$ cat src/design/scm_consts.vh
// Notes on behaviour
// - A valid first command selects the serial interface until power-on reset.
// - Without an earlier command, an active select level picks the second interface.
// - After power-up the core loads configuration, powers off, then sleeps.
// - Normal operation sleeps after measuring; periodic operation stays powered through the interval, then measures again.
// - Command mode is entered only when its command comes first.
// - Command mode stays awake until the enter-normal command arrives.
// - Commands 00 to 39 read that user word, returning 16 bits.
// - Commands 3A to 3F read the reserved region, which is never written.
// - Commands 40 to 79 plus a word write to address command minus 40.
// - Command 90 computes a checksum over words 00 to 38 and stores it at 39.
// - Commands A0 to A7 plus a word do one raw conversion.
// - Command A8 is accepted only in command mode and enters normal mode.
// - Command AA runs four passes and returns the second and fourth pass results as two 24-bit values.
// - Command AB repeats full measurements with the cycle interval between them.
// - Every response begins with a status byte, then the data.
// - Commands AD, AE, AF average 4, 8 or 16 measurements without pause.
// - Command BF halts periodic measurement; outside command mode it returns to sleep.
// - B0 selects setup word one, clears status bit 1; B1 selects two, sets it.
// - Select transitions during the start-up sequence never pick the interface.
`ifndef SCM_CONSTS_VH
`define SCM_CONSTS_VH
`define SCM_RD_LAST 8'h39
`define SCM_RSV_LAST 8'h3f
`define SCM_WR_FIRST 8'h40
`define SCM_WR_LAST 8'h79
`define SCM_CMD_CRC 8'h90
`define SCM_RAW_FIRST 8'ha0
`define SCM_RAW_LAST 8'ha7
`define SCM_CMD_NOM 8'ha8
`define SCM_CMD_CM 8'ha9
`define SCM_CMD_MEAS 8'haa
`define SCM_CMD_CYC 8'hab
`define SCM_CMD_OVS4 8'had
`define SCM_CMD_OVS8 8'hae
`define SCM_CMD_OVS16 8'haf
`define SCM_CMD_SEL1 8'hb0
`define SCM_CMD_SEL2 8'hb1
`define SCM_CMD_HALT 8'hbf
`define SCM_CRC_ADDR 6'h39
`define SCM_IFC_ADDR 6'h02
`define SCM_CYC_HI 14
`define SCM_CYC_LO 12
`define SCM_MEM_WORDS 64
`define SCM_REPS1 5'h01
`define SCM_REPS4 5'h04
`define SCM_REPS8 5'h08
`define SCM_REPS16 5'h10
`define SCM_INIT_CYCLES 8'h10
`define SCM_CYC_UNIT 16'h0100
`define SCM_STAT_BUSY 5
`define SCM_STAT_CM 3
`define SCM_STAT_CFG 1
`define SCM_CRC_POLY 16'h1021
`define SCM_CRC_SEED 16'hffff
`endif

$ cat src/design/scm_mem.v
`include "scm_consts.vh"
module scm_mem (
	clk,
	rstn,
	wr_en,
	wr_addr,
	wr_data,
	rd_addr,
	rd_data
);
	input wire clk;
	input wire rstn;
	input wire wr_en;
	input wire [5:0] wr_addr;
	input wire [15:0] wr_data;
	input wire [5:0] rd_addr;
	output wire [15:0] rd_data;
	reg [15:0] mem [0:`SCM_MEM_WORDS-1];
	genvar g;
	generate
		for (g = 0; g < `SCM_MEM_WORDS; g = g + 1) begin : w
			always @(posedge clk or negedge rstn) begin
				if (!rstn)
					mem[g] <= 16'h0000;
				else if (wr_en && wr_addr == g)
					mem[g] <= wr_data;
			end
		end
	endgenerate
	assign rd_data = mem[rd_addr];
endmodule

$ cat src/design/scm_ctrl.v
`include "scm_consts.vh"
module scm_ctrl (
	clk,
	rstn,
	cmd_valid,
	cmd_byte,
	cmd_word,
	i2c_cmd_seen,
	sel_active,
	meas_done,
	meas_result,
	core_power,
	meas_start,
	meas_pass,
	raw_mode,
	if_spi,
	if_locked,
	command_mode,
	sleeping,
	setup_select,
	resp_valid,
	resp_status,
	resp_data
);
	input wire clk;
	input wire rstn;
	input wire cmd_valid;
	input wire [7:0] cmd_byte;
	input wire [15:0] cmd_word;
	input wire i2c_cmd_seen;
	input wire sel_active;
	input wire meas_done;
	input wire [23:0] meas_result;
	output wire core_power;
	output reg meas_start;
	output reg [3:0] meas_pass;
	output reg raw_mode;
	output reg if_spi;
	output reg if_locked;
	output reg command_mode;
	output wire sleeping;
	output reg setup_select;
	output reg resp_valid;
	output reg [7:0] resp_status;
	output reg [47:0] resp_data;

	localparam ST_INIT = 7'h01;
	localparam ST_SLEEP = 7'h02;
	localparam ST_ACTIVE = 7'h04;
	localparam ST_MEAS = 7'h08;
	localparam ST_WAIT = 7'h10;
	localparam ST_PAUSE = 7'h20;
	localparam ST_CRC = 7'h40;

	reg [6:0] state;
	reg [7:0] init_cnt;
	reg [1:0] sel_sync;
	reg [1:0] i2c_sync;
	reg first_done;
	reg cyclic;
	reg raw_req;
	reg [1:0] pass_idx;
	reg [4:0] reps_left;
	reg [4:0] reps_total;
	reg [27:0] acc_s;
	reg [27:0] acc_t;
	reg [23:0] last_s;
	reg [18:0] pause_cnt;
	reg [2:0] cyc_hold;
	reg [5:0] crc_addr;
	reg [15:0] crc;
	reg mem_we;
	reg [5:0] mem_waddr;
	reg [15:0] mem_wdata;
	wire [15:0] mem_rdata;
	reg [5:0] mem_raddr;

	function is_read;
		input [7:0] c;
		is_read = (c <= `SCM_RSV_LAST);
	endfunction

	function [15:0] crc_step;
		input [15:0] c;
		input [15:0] d;
		integer i;
		reg [15:0] r;
		begin
			r = c ^ d;
			for (i = 0; i < 16; i = i + 1)
				r = r[15] ? ((r << 1) ^ `SCM_CRC_POLY) : (r << 1);
			crc_step = r;
		end
	endfunction

	scm_mem u_mem (
		.clk(clk),
		.rstn(rstn),
		.wr_en(mem_we),
		.wr_addr(mem_waddr),
		.wr_data(mem_wdata),
		.rd_addr(mem_raddr),
		.rd_data(mem_rdata)
	);

	assign core_power = (state != ST_SLEEP);
	assign sleeping = (state == ST_SLEEP);

	// Host reads take the read port ahead of the checksum walk
	wire rd_take = cmd_valid && (state != ST_INIT) && is_read(cmd_byte);

	always @* begin
		mem_raddr = `SCM_IFC_ADDR;
		if (rd_take)
			mem_raddr = cmd_byte[5:0];
		else if (state == ST_CRC)
			mem_raddr = crc_addr;
	end

	wire busy = (state == ST_MEAS) || (state == ST_WAIT) || (state == ST_CRC) || (state == ST_INIT);
	wire [7:0] status = {2'b00, busy, 1'b0, command_mode, 1'b0, setup_select, 1'b0};
	wire [2:0] cyc_field = mem_rdata[`SCM_CYC_HI:`SCM_CYC_LO];
	wire is_write = (cmd_byte >= `SCM_WR_FIRST) && (cmd_byte <= `SCM_WR_LAST);
	wire is_raw = (cmd_byte >= `SCM_RAW_FIRST) && (cmd_byte <= `SCM_RAW_LAST);
	wire is_full = (cmd_byte == `SCM_CMD_MEAS) || (cmd_byte == `SCM_CMD_CYC) ||
		(cmd_byte >= `SCM_CMD_OVS4 && cmd_byte <= `SCM_CMD_OVS16);
	wire can_run = (state == ST_SLEEP) || (state == ST_ACTIVE) || (state == ST_PAUSE);
	wire [7:0] wr_off = cmd_byte - `SCM_WR_FIRST;
	wire [5:0] wr_addr_cmd = wr_off[5:0];

	always @(posedge clk or negedge rstn) begin
		if (!rstn) begin
			sel_sync <= 2'b00;
			i2c_sync <= 2'b00;
		end else begin
			sel_sync <= {sel_sync[0], sel_active};
			i2c_sync <= {i2c_sync[0], i2c_cmd_seen};
		end
	end

	always @(posedge clk or negedge rstn) begin
		if (!rstn) begin
			state <= ST_INIT;
			init_cnt <= 8'h00;
			if_spi <= 1'b0;
			if_locked <= 1'b0;
			first_done <= 1'b0;
			command_mode <= 1'b0;
			cyclic <= 1'b0;
			setup_select <= 1'b0;
			raw_req <= 1'b0;
			raw_mode <= 1'b0;
			meas_start <= 1'b0;
			meas_pass <= 4'h0;
			pass_idx <= 2'd0;
			reps_left <= 5'd0;
			reps_total <= 5'd0;
			acc_s <= 28'h0;
			acc_t <= 28'h0;
			last_s <= 24'h0;
			pause_cnt <= 19'h0;
			cyc_hold <= 3'h0;
			crc_addr <= 6'h00;
			crc <= `SCM_CRC_SEED;
			mem_we <= 1'b0;
			mem_waddr <= 6'h00;
			mem_wdata <= 16'h0000;
			resp_valid <= 1'b0;
			resp_status <= 8'h00;
			resp_data <= 48'h0;
		end else begin
			meas_start <= 1'b0;
			mem_we <= 1'b0;
			resp_valid <= 1'b0;
			// Keep the cycle field while the read port shows its word
			if (!rd_take && state != ST_CRC)
				cyc_hold <= cyc_field;
			// Interface choice once start-up is over
			if (state != ST_INIT && !if_locked) begin
				if (i2c_sync[1]) begin
					if_locked <= 1'b1;
				end else if (sel_sync[1]) begin
					if_locked <= 1'b1;
					if_spi <= 1'b1;
				end
			end
			case (state)
			ST_INIT: begin
				init_cnt <= init_cnt + 8'h01;
				if (init_cnt == `SCM_INIT_CYCLES)
					state <= ST_SLEEP;
			end
			ST_CRC: begin
				// Step waits while a host read holds the port
				if (!rd_take) begin
					crc <= crc_step(crc, mem_rdata);
					crc_addr <= crc_addr + 6'h01;
					if (crc_addr == `SCM_CRC_ADDR - 6'h01) begin
						mem_we <= 1'b1;
						mem_waddr <= `SCM_CRC_ADDR;
						mem_wdata <= crc_step(crc, mem_rdata);
						state <= command_mode ? ST_ACTIVE : ST_SLEEP;
					end
				end
			end
			ST_MEAS: begin
				meas_start <= 1'b1;
				meas_pass <= 4'h1 << pass_idx;
				state <= ST_WAIT;
			end
			ST_WAIT: begin
				if (meas_done) begin
					if (raw_req) begin
						resp_valid <= 1'b1;
						resp_status <= status;
						resp_data <= {meas_result, 24'h0};
						state <= command_mode ? ST_ACTIVE : ST_SLEEP;
					end else if (pass_idx != 2'd3) begin
						if (pass_idx == 2'd1)
							last_s <= meas_result;
						pass_idx <= pass_idx + 2'd1;
						state <= ST_MEAS;
					end else begin
						acc_s <= acc_s + {4'h0, last_s};
						acc_t <= acc_t + {4'h0, meas_result};
						pass_idx <= 2'd0;
						if (reps_left != 5'd1) begin
							reps_left <= reps_left - 5'd1;
							state <= ST_MEAS;
						end else begin
							resp_valid <= 1'b1;
							resp_status <= status;
							resp_data <= mean_out(acc_s + {4'h0, last_s},
								acc_t + {4'h0, meas_result}, reps_total);
							acc_s <= 28'h0;
							acc_t <= 28'h0;
							if (cyclic) begin
								pause_cnt <= {cyc_hold, 16'h0000} + {3'b000, `SCM_CYC_UNIT};
								state <= ST_PAUSE;
							end else
								state <= command_mode ? ST_ACTIVE : ST_SLEEP;
						end
					end
				end
			end
			ST_PAUSE: begin
				pause_cnt <= pause_cnt - 19'h1;
				if (pause_cnt == 19'h1) begin
					reps_left <= 5'd1;
					state <= ST_MEAS;
				end
			end
			default: ;
			endcase
			if (cmd_valid && state != ST_INIT) begin
				if (!first_done)
					first_done <= 1'b1;
				if (is_read(cmd_byte)) begin
					resp_valid <= 1'b1;
					resp_status <= status;
					resp_data <= {mem_rdata, 32'h0};
				end else if (is_write && can_run) begin
					mem_we <= 1'b1;
					mem_waddr <= wr_addr_cmd;
					mem_wdata <= cmd_word;
				end else if (cmd_byte == `SCM_CMD_CRC && can_run) begin
					crc <= `SCM_CRC_SEED;
					crc_addr <= 6'h00;
					state <= ST_CRC;
				end else if (is_raw && can_run) begin
					raw_req <= 1'b1;
					raw_mode <= cmd_byte[0];
					pass_idx <= cmd_byte[2] ? 2'd3 : 2'd1;
					state <= ST_MEAS;
				end else if (cmd_byte == `SCM_CMD_NOM && command_mode) begin
					command_mode <= 1'b0;
					state <= ST_SLEEP;
				end else if (cmd_byte == `SCM_CMD_CM && !first_done) begin
					command_mode <= 1'b1;
					state <= ST_ACTIVE;
				end else if (is_full && can_run) begin
					raw_req <= 1'b0;
					pass_idx <= 2'd0;
					cyclic <= (cmd_byte == `SCM_CMD_CYC);
					reps_left <= rep_count(cmd_byte);
					reps_total <= rep_count(cmd_byte);
					state <= ST_MEAS;
				end else if (cmd_byte == `SCM_CMD_SEL1) begin
					setup_select <= 1'b0;
				end else if (cmd_byte == `SCM_CMD_SEL2) begin
					setup_select <= 1'b1;
				end else if (cmd_byte == `SCM_CMD_HALT) begin
					cyclic <= 1'b0;
					if (!command_mode)
						state <= ST_SLEEP;
					else if (state == ST_PAUSE)
						state <= ST_ACTIVE;
				end
				// Anything else is dropped here
			end
		end
	end

	function [4:0] rep_count;
		input [7:0] c;
		case (c)
		`SCM_CMD_OVS4: rep_count = `SCM_REPS4;
		`SCM_CMD_OVS8: rep_count = `SCM_REPS8;
		`SCM_CMD_OVS16: rep_count = `SCM_REPS16;
		default: rep_count = `SCM_REPS1;
		endcase
	endfunction

	function [47:0] mean_out;
		input [27:0] s;
		input [27:0] t;
		input [4:0] n;
		case (n)
		`SCM_REPS4: mean_out = {s[25:2], t[25:2]};
		`SCM_REPS8: mean_out = {s[26:3], t[26:3]};
		`SCM_REPS16: mean_out = {s[27:4], t[27:4]};
		default: mean_out = {s[23:0], t[23:0]};
		endcase
	endfunction
endmodule

$ cat config.mk
export PLATFORM = sky130hd
export DESIGN_NAME = scm_ctrl
export DESIGN_NICKNAME = d
export VERILOG_FILES = /design/src/design/scm_mem.v /design/src/design/scm_ctrl.v
export VERILOG_INCLUDE_DIRS = /design/src /design/src/design
export SDC_FILE = /design/constraint.sdc
export NUM_CORES = 2
export LEC_CHECK = 0
export BUFFER_PORTS_ARGS = -buffer_cell sky130_fd_sc_hd__buf_2
export CORE_MARGIN = 10
export CORE_UTILIZATION = 63
export CTS_BUF_LIST = sky130_fd_sc_hd__clkbuf_16
export DETAILED_ROUTE_END_ITERATION = 10
export PLACE_DENSITY = 0.8
export SYNTH_ARGS = -nofsm -noshare
export SYNTH_HDL_FRONTEND = slang
export SYNTH_HIERARCHICAL = 1
export SYNTH_SLANG_ARGS = --single-unit
$ cat constraint.sdc
create_clock -name clk -period 7.3 [get_ports clk]
set_input_delay 1.46 -clock clk [delete_from_list [all_inputs] [get_ports clk]]
set_output_delay 1.46 -clock clk [all_outputs]
set_load 0.01 [all_outputs]
# --- Word-level counts from Yosys, hierarchy flattened ---
# Cells that the tools add are included.
classes:
  add_sub_neg: 9
  n_mul: 0
  div_mod_pow: 0
  magnitude_cmp: 8
  eq_ne: 102
  shift: 1
  mux: 148
  bitwise: 28
  n_reduce_logical: 105
ops:
  columns: ["operator", "count"]
  rows:
  - ["2-to-1 mux 48 bit", 7]
  - ["2-to-1 mux 16 bit", 14]
  - ["2-to-1 mux 13 bit", 16]
  - ["equality test 6 bit, second input constant", 33]
  - ["case mux 48 bit (3 select lines)", 1]
  - ["2-to-1 mux 7 bit", 18]
  - ["2-to-1 mux 6 bit", 18]
  - ["binary-select mux 16 bit (select 6 bit)", 1]
  - ["equality test 6 x 5 -> 1 bit, second input constant", 16]
  - ["2-to-1 mux 19 bit", 5]
  - ["equality test 8 bit, second input constant", 11]
  - ["logical AND 1 bit", 77]
  - ["2-to-1 mux 5 bit", 13]
  - ["adder 28 x 24 -> 28 bit", 2]
  - ["2-to-1 mux 28 bit", 2]
  - ["2-to-1 mux 8 bit", 7]
  - ["equality test 6 x 4 -> 1 bit, second input constant", 8]
  - ["NOT 3 bit", 16]
  - ["case mux 19 bit (2 select lines)", 1]
  - ["case mux 7 bit (5 select lines)", 1]
  - ["2-to-1 mux 1 bit", 28]
  - ["2-to-1 mux 2 bit", 13]
  - ["equality test 6 x 3 -> 1 bit, second input constant", 4]
  - ["!= test 2 bit, second input constant", 10]
  - ["52 further kinds", 79]
word_totals:
  register_bits: 1272
  latchBits: 0
  mem_bits_rw: 0
  mem_bits_ro: 0
  inputBits: 54
  out_inout_bits: 69
  memories: 0

# --- Depth between registers and ports, before layout ---
logic_depth:
  ltp_word: 47
  mapped_depth: 25

# --- Hierarchy ---
# The synthesis kept the hierarchy.
modules_own_cells:
  columns: ["module", "instances", "cells_per_inst", "area_each_um2", "seq_area_each_um2"]
  rows:
  - ["scm_mem", 1, 3020, 46759.8, 25624.6]
  - ["scm_ctrl", 1, 1779, 15807.7, 6202.2]

# --- Worst setup path before layout ---
# OpenSTA, ideal clock, no wires.
synth_path:
  path_type: "input to register"
  startpoint: "input port cmd_valid"
  endpoint: "register mem_wdata[6]"
  setup_ns: 0.123
  t_arrival_ns: 5.944
  path_slack_ns: 1.233
  cell_stages: 23
  path_cell_list: "inv_1 > a311oi_1 > nor2b_1 > clkbuf_1 > buf_2 > buf_1 > nor3_1 > a21oi_1 > buf_2 > buf_4 > buf_4 > buf_2 > buf_4 > nand3b_1 > o22ai_1 > nor3_1 > xor2_1 > xnor2_1 > xnor2_1 > xnor2_1 > xor2_1 > nand2_1 > o221a_2"
synth_via:
  elab_cells_between_ends: 37
  classes_between: "mux (26); bitwise (9); reduce/logical (2)"
synth_lines:
  columns: ["element", "line", "text"]
  rows:
  - ["start, declared", "scm_ctrl.v:27", "input wire cmd_valid;"]
  - ["logical AND 1 bit * (2 in series)", "scm_ctrl.v:110", "wire rd_take = cmd_valid && (state != ST_INIT) && is_read(cmd_byte);"]
  - ["2-to-1 mux 6 bit *", "scm_ctrl.v:114", "if (rd_take)"]
  - ["via mem_raddr[1]", "scm_ctrl.v:76", "reg [5:0] mem_raddr;"]
  - ["NOT 6 -> 7 bit (implied by the code) *", "scm_mem.v:30", "assign rd_data = mem[rd_addr];"]
  - ["binary-select mux 16 bit (select 6 bit) *", "scm_mem.v:30", null]
  - ["2-to-1 mux 16 bit (implied by the code) * (2 in series)", "scm_mem.v:30", null]
  - ["via mem_rdata[13]", "scm_ctrl.v:75", "wire [15:0] mem_rdata;"]
  - ["bitwise XOR 16 bit *", "scm_ctrl.v:89", "r = c ^ d;"]
  - ["2-to-1 mux 13 bit * (5 in series)", "scm_ctrl.v:91", "r = r[15] ? ((r << 1) ^ `SCM_CRC_POLY) : (r << 1);"]
  - ["2-to-1 mux 16 bit *", "scm_ctrl.v:198", "if (crc_addr == `SCM_CRC_ADDR - 6'h01) begin"]
  - ["2-to-1 mux 16 bit *", "scm_ctrl.v:195", "if (!rd_take) begin"]
  - ["2-to-1 mux 16 bit *", "scm_ctrl.v:187", "case (state)"]
  - ["2-to-1 mux 16 bit", "scm_ctrl.v:262", "end else if (is_write && can_run) begin"]
  - ["2-to-1 mux 16 bit", "scm_ctrl.v:258", "if (is_read(cmd_byte)) begin"]
  - ["2-to-1 mux 16 bit *", "scm_ctrl.v:255", "if (cmd_valid && state != ST_INIT) begin"]
  - ["end signal, assigned", "scm_ctrl.v:201", "mem_wdata <= crc_step(crc, mem_rdata);"]
  - ["end signal, assigned", "scm_ctrl.v:265", "mem_wdata <= cmd_word;"]
  - ["end, declared", "scm_ctrl.v:74", "reg [15:0] mem_wdata;"]
# The timed path passes the listed nets; every way through them passes the cells marked *. The select of a mux whose other input is x is not followed.
# A chain may end at the register's enable or synchronous reset.

# --- Worst setup path in the final report ---
layout_path:
  startpoint: "input port cmd_valid"
  endpoint: "register mem_wdata[5]"
layout_via:
  elab_cells_between_ends: 38
  classes_between: "mux (26); bitwise (10); reduce/logical (2)"
layout_lines:
  columns: ["element", "line"]
  rows:
  - ["logical AND 1 bit * (2 in series)", "scm_ctrl.v:110"]
  - ["2-to-1 mux 6 bit *", "scm_ctrl.v:114"]
  - ["via mem_raddr[0]", "scm_ctrl.v:76"]
  - ["NOT 6 -> 7 bit (implied by the code) *", "scm_mem.v:30"]
  - ["binary-select mux 16 bit (select 6 bit) *", "scm_mem.v:30"]
  - ["2-to-1 mux 16 bit (implied by the code) * (2 in series)", "scm_mem.v:30"]
  - ["via mem_rdata[12]", "scm_ctrl.v:75"]
  - ["bitwise XOR 16 bit *", "scm_ctrl.v:89"]
  - ["2-to-1 mux 13 bit * (4 in series)", "scm_ctrl.v:91"]
  - ["2-to-1 mux 16 bit *", "scm_ctrl.v:198"]
  - ["2-to-1 mux 16 bit *", "scm_ctrl.v:195"]
  - ["2-to-1 mux 16 bit *", "scm_ctrl.v:187"]
  - ["2-to-1 mux 16 bit", "scm_ctrl.v:262"]
  - ["2-to-1 mux 16 bit", "scm_ctrl.v:258"]
  - ["2-to-1 mux 16 bit *", "scm_ctrl.v:255"]
# Marks and branches as above.

==> qor.yml <==
holdBufCountCts: 0
io_pins: 123
clockBufferDepth: 3
slew_headroom_pct: 7.29
power_per_cell_area_nw_per_um2: 252
r2r_slack_ns: 1.21
worstHoldStart: "sel_sync[0]"
ys_types: 98
period_needed_ns: 6.16
firstDrtPassIters: 6
hpwl_um: 111000
setup_slack_ns: 1.14
skew_ns: 0.0295
ant_nets: 0
reg2reg_from: "state[0]"
start_util_pct: 63.6
globalplace.congestion: 1.00
cts_tree: "done"
avgSynthCellArea_um2: 13.0
worst_pin_slew_ns: 1.38
numCtsBuffers: 132
p_leak_nw: 32.8
final_util_pct: 69.5
fin_crit_sh_pct: 84.4
grt_setup_unrepaired: "no"
via_count: 42200
synthToLayoutAreaGrowth_pct: 9.31
ir_worst_vdd_mv: 0.349
layout.nets: 4891
clockRootBuffer: "clkbuf_16"
grt_use_total_pct: 29.9
antenna_found_initial: 11
fin_setup_tns_ns: 0
port-buffer-count: 122
drive_gt1_share_pct: 37.4
cp-startpoint: "cmd_valid"
clock-sinks: 1271
end_kind: "flip-flop"
fmax_mhz: 162
yosysSeqAreaShare_pct: 50.9
drc: 0
yosys-top-cells-area: "dfrtp_1, mux2_2, mux4_2"
post-place-ws_ns: 0.582
crit_fanout: 29
slew_violations: 0
synth_most_common_cell: "dfrtp_1"
num_rows: 115
routedWlPerCell_um: 27.3
status: "complete, no violations"
synth_nets: 4915
postCtsSetupRepairBufs: 0
ys_ff_latch: 1271
drt_iter0_drc: 4763
cp.arrival_ns: 6.79
netlist_instances: 4799
insertion_delay_ns: 0.74
core-area_um2: 98400
synthFlopType: "dfrtp_1"
synth_edf_count: 0
yosys_warnings: 6
synthesis.area_um2: 62600
reg2reg_depth: 19
grt_start_max_net_pins: 191
die_area_um2: 112000
die_x_um: 335
cts_resized: 0
grt_pass1_vias: 42400
worstSetupPathType: "in -> reg"
vias_per_cell: 6.84
clkSlewWorstSetupHoldPaths_ns: 0.06
grt_pass1_wl_um: 261000
hold_viol: 0
maxCapViolCount: 0
hold_depth: 0
die_height_um: 335
critPathRequiredTime_ns: 7.93
yosysTopAreaCell: "dfrtp_1"
synthArstFlopShare_pct: 100
grt_overflow_total: 0
hp-class: "reg -> reg"
drt_wl_total_um: 168000
setup_violations: 0
cp-start-kind: "primary input"
synth_commonest_cells: "dfrtp_1, mux2_2, nand2_1"
netlist.area_leader.share_pct: 50.2
htree_levels: 4
==> per-stage QoR <==
stage          cells  hold slack (ns)  power, mW  area [um2]
2_1_floorplan   4799            0.331       9.62       62600
3_3_place_gp    5928            0.333       10.8       64300
3_5_place_dp    5928            0.338       10.8       64300
4_1_cts         6167            0.351       17.2       68400
5_1_grt         6168            0.352       17.8       68400
6_report        6170            0.348       17.2       68400
==> path summary, 6_finish.rpt <==
| path | to |
|---|---|
| worst max-delay path | mem_wdata[5] |
| worst min-delay path | sel_sync[1] |
| worst max register to register | mem_wdata[6] |
| worst min register to register | sel_sync[1] |
| max in group asynchronous | u_mem/mem[561] |
| min in group asynchronous | pause_cnt[3] |
==> routing by layer <==
metal	vias to the layer above	global-route usage (%)	wire length, um
li1	17800	-	-
met1	22000	41.5	69300
met2	1959	45.8	77300
met3	419	6.80	15100
met4	14	11.8	6790
met5	-	0	80
==> critical path, stage by stage <==
cell and delay, ns:
buf_2 0.09, inv_1 0.05, a311oi_1 0.52, nand2b_1 0.37
o21ai_4 0.52, buf_12 0.32, buf_4 0.26, mux4_2 0.57
a22oi_1 0.17, nand3_1 0.24, o211a_1 0.33, xor2_1 0.23
xnor2_1 0.46, xnor2_1 0.26, xnor2_1 0.43, xor2_1 0.26
nand2_1 0.08, o221a_2 0.12
==> cells in the final DEF (no fill, tap or decap), types with 20 or more instances in the layout <==
master | synthesis | routed
a211oi_1 | 27 | 27
a21o_1 | 25 | 25
a21oi_1 | 101 | 100
a221oi_1 | 27 | 27
a22oi_1 | 68 | 68
and3_1 | 33 | 33
buf_12 | 0 | 22
buf_2 | 88 | 121
buf_4 | 18 | 79
clkbuf_16 | 0 | 134
clkinv_1 | 2 | 39
dfrtp_1 | 1254 | 1238
ha_1 | 60 | 60
inv_1 | 42 | 71
mux2_2 | 1096 | 1096
mux2i_1 | 114 | 114
mux4_2 | 216 | 216
nand2_1 | 318 | 316
nand3_1 | 61 | 61
nor2_1 | 152 | 150
nor3_1 | 48 | 47
o211ai_1 | 49 | 49
o21ai_0 | 136 | 134
o22ai_1 | 48 | 48
o31ai_1 | 20 | 20
or3_1 | 26 | 26
xnor2_1 | 74 | 74
xor2_1 | 35 | 35
==> cell type report <==
class | instances | area (um2)
diodes | 3 | 7.51
fillers | 6654 | 30000
flip-flops and latches | 1271 | 31800
well taps | 1287 | 1610
inverters | 44 | 165
clock buffers | 134 | 3350
multi-input cells | 3104 | 29000
repair buffers | 222 | 1640
clock inverters | 105 | 738
==> sequential cells by signal, indices dropped and copies added (netlist names), 3 cells and up <==
name,cells
mem_wdata,16
resp_status,8
pause_cnt,19
init_cnt,8
acc_s,28
resp_data,48
state,7
reps_total,4
last_s,24
meas_pass,4
u_mem/mem,1024
mem_waddr,6
crc,16
cyc_hold,3
crc_addr,6
acc_t,28
reps_left,5
==> power by group <==
group	total (mW)	switching [mW]	leakage [nW]	internal, mW
clock	6.43	2.80	2.10	3.62
combinational	2.99	2.00	13.2	0.993
sequential	7.80	0.512	17.5	7.29
==> cells by family after synthesis <==
group / after synthesis / synth area share [%]
buf+inv: 424 / 2.84
fa+ha+maj: 62 / 1.26
compound gates: 718 / 8.09
xor+xnor: 109 / 1.53
flops: 1271 / 50.9
mux: 1426 / 29.3
simple gates: 789 / 6.09
No activity file was read; power rests on OpenSTA's default activity.
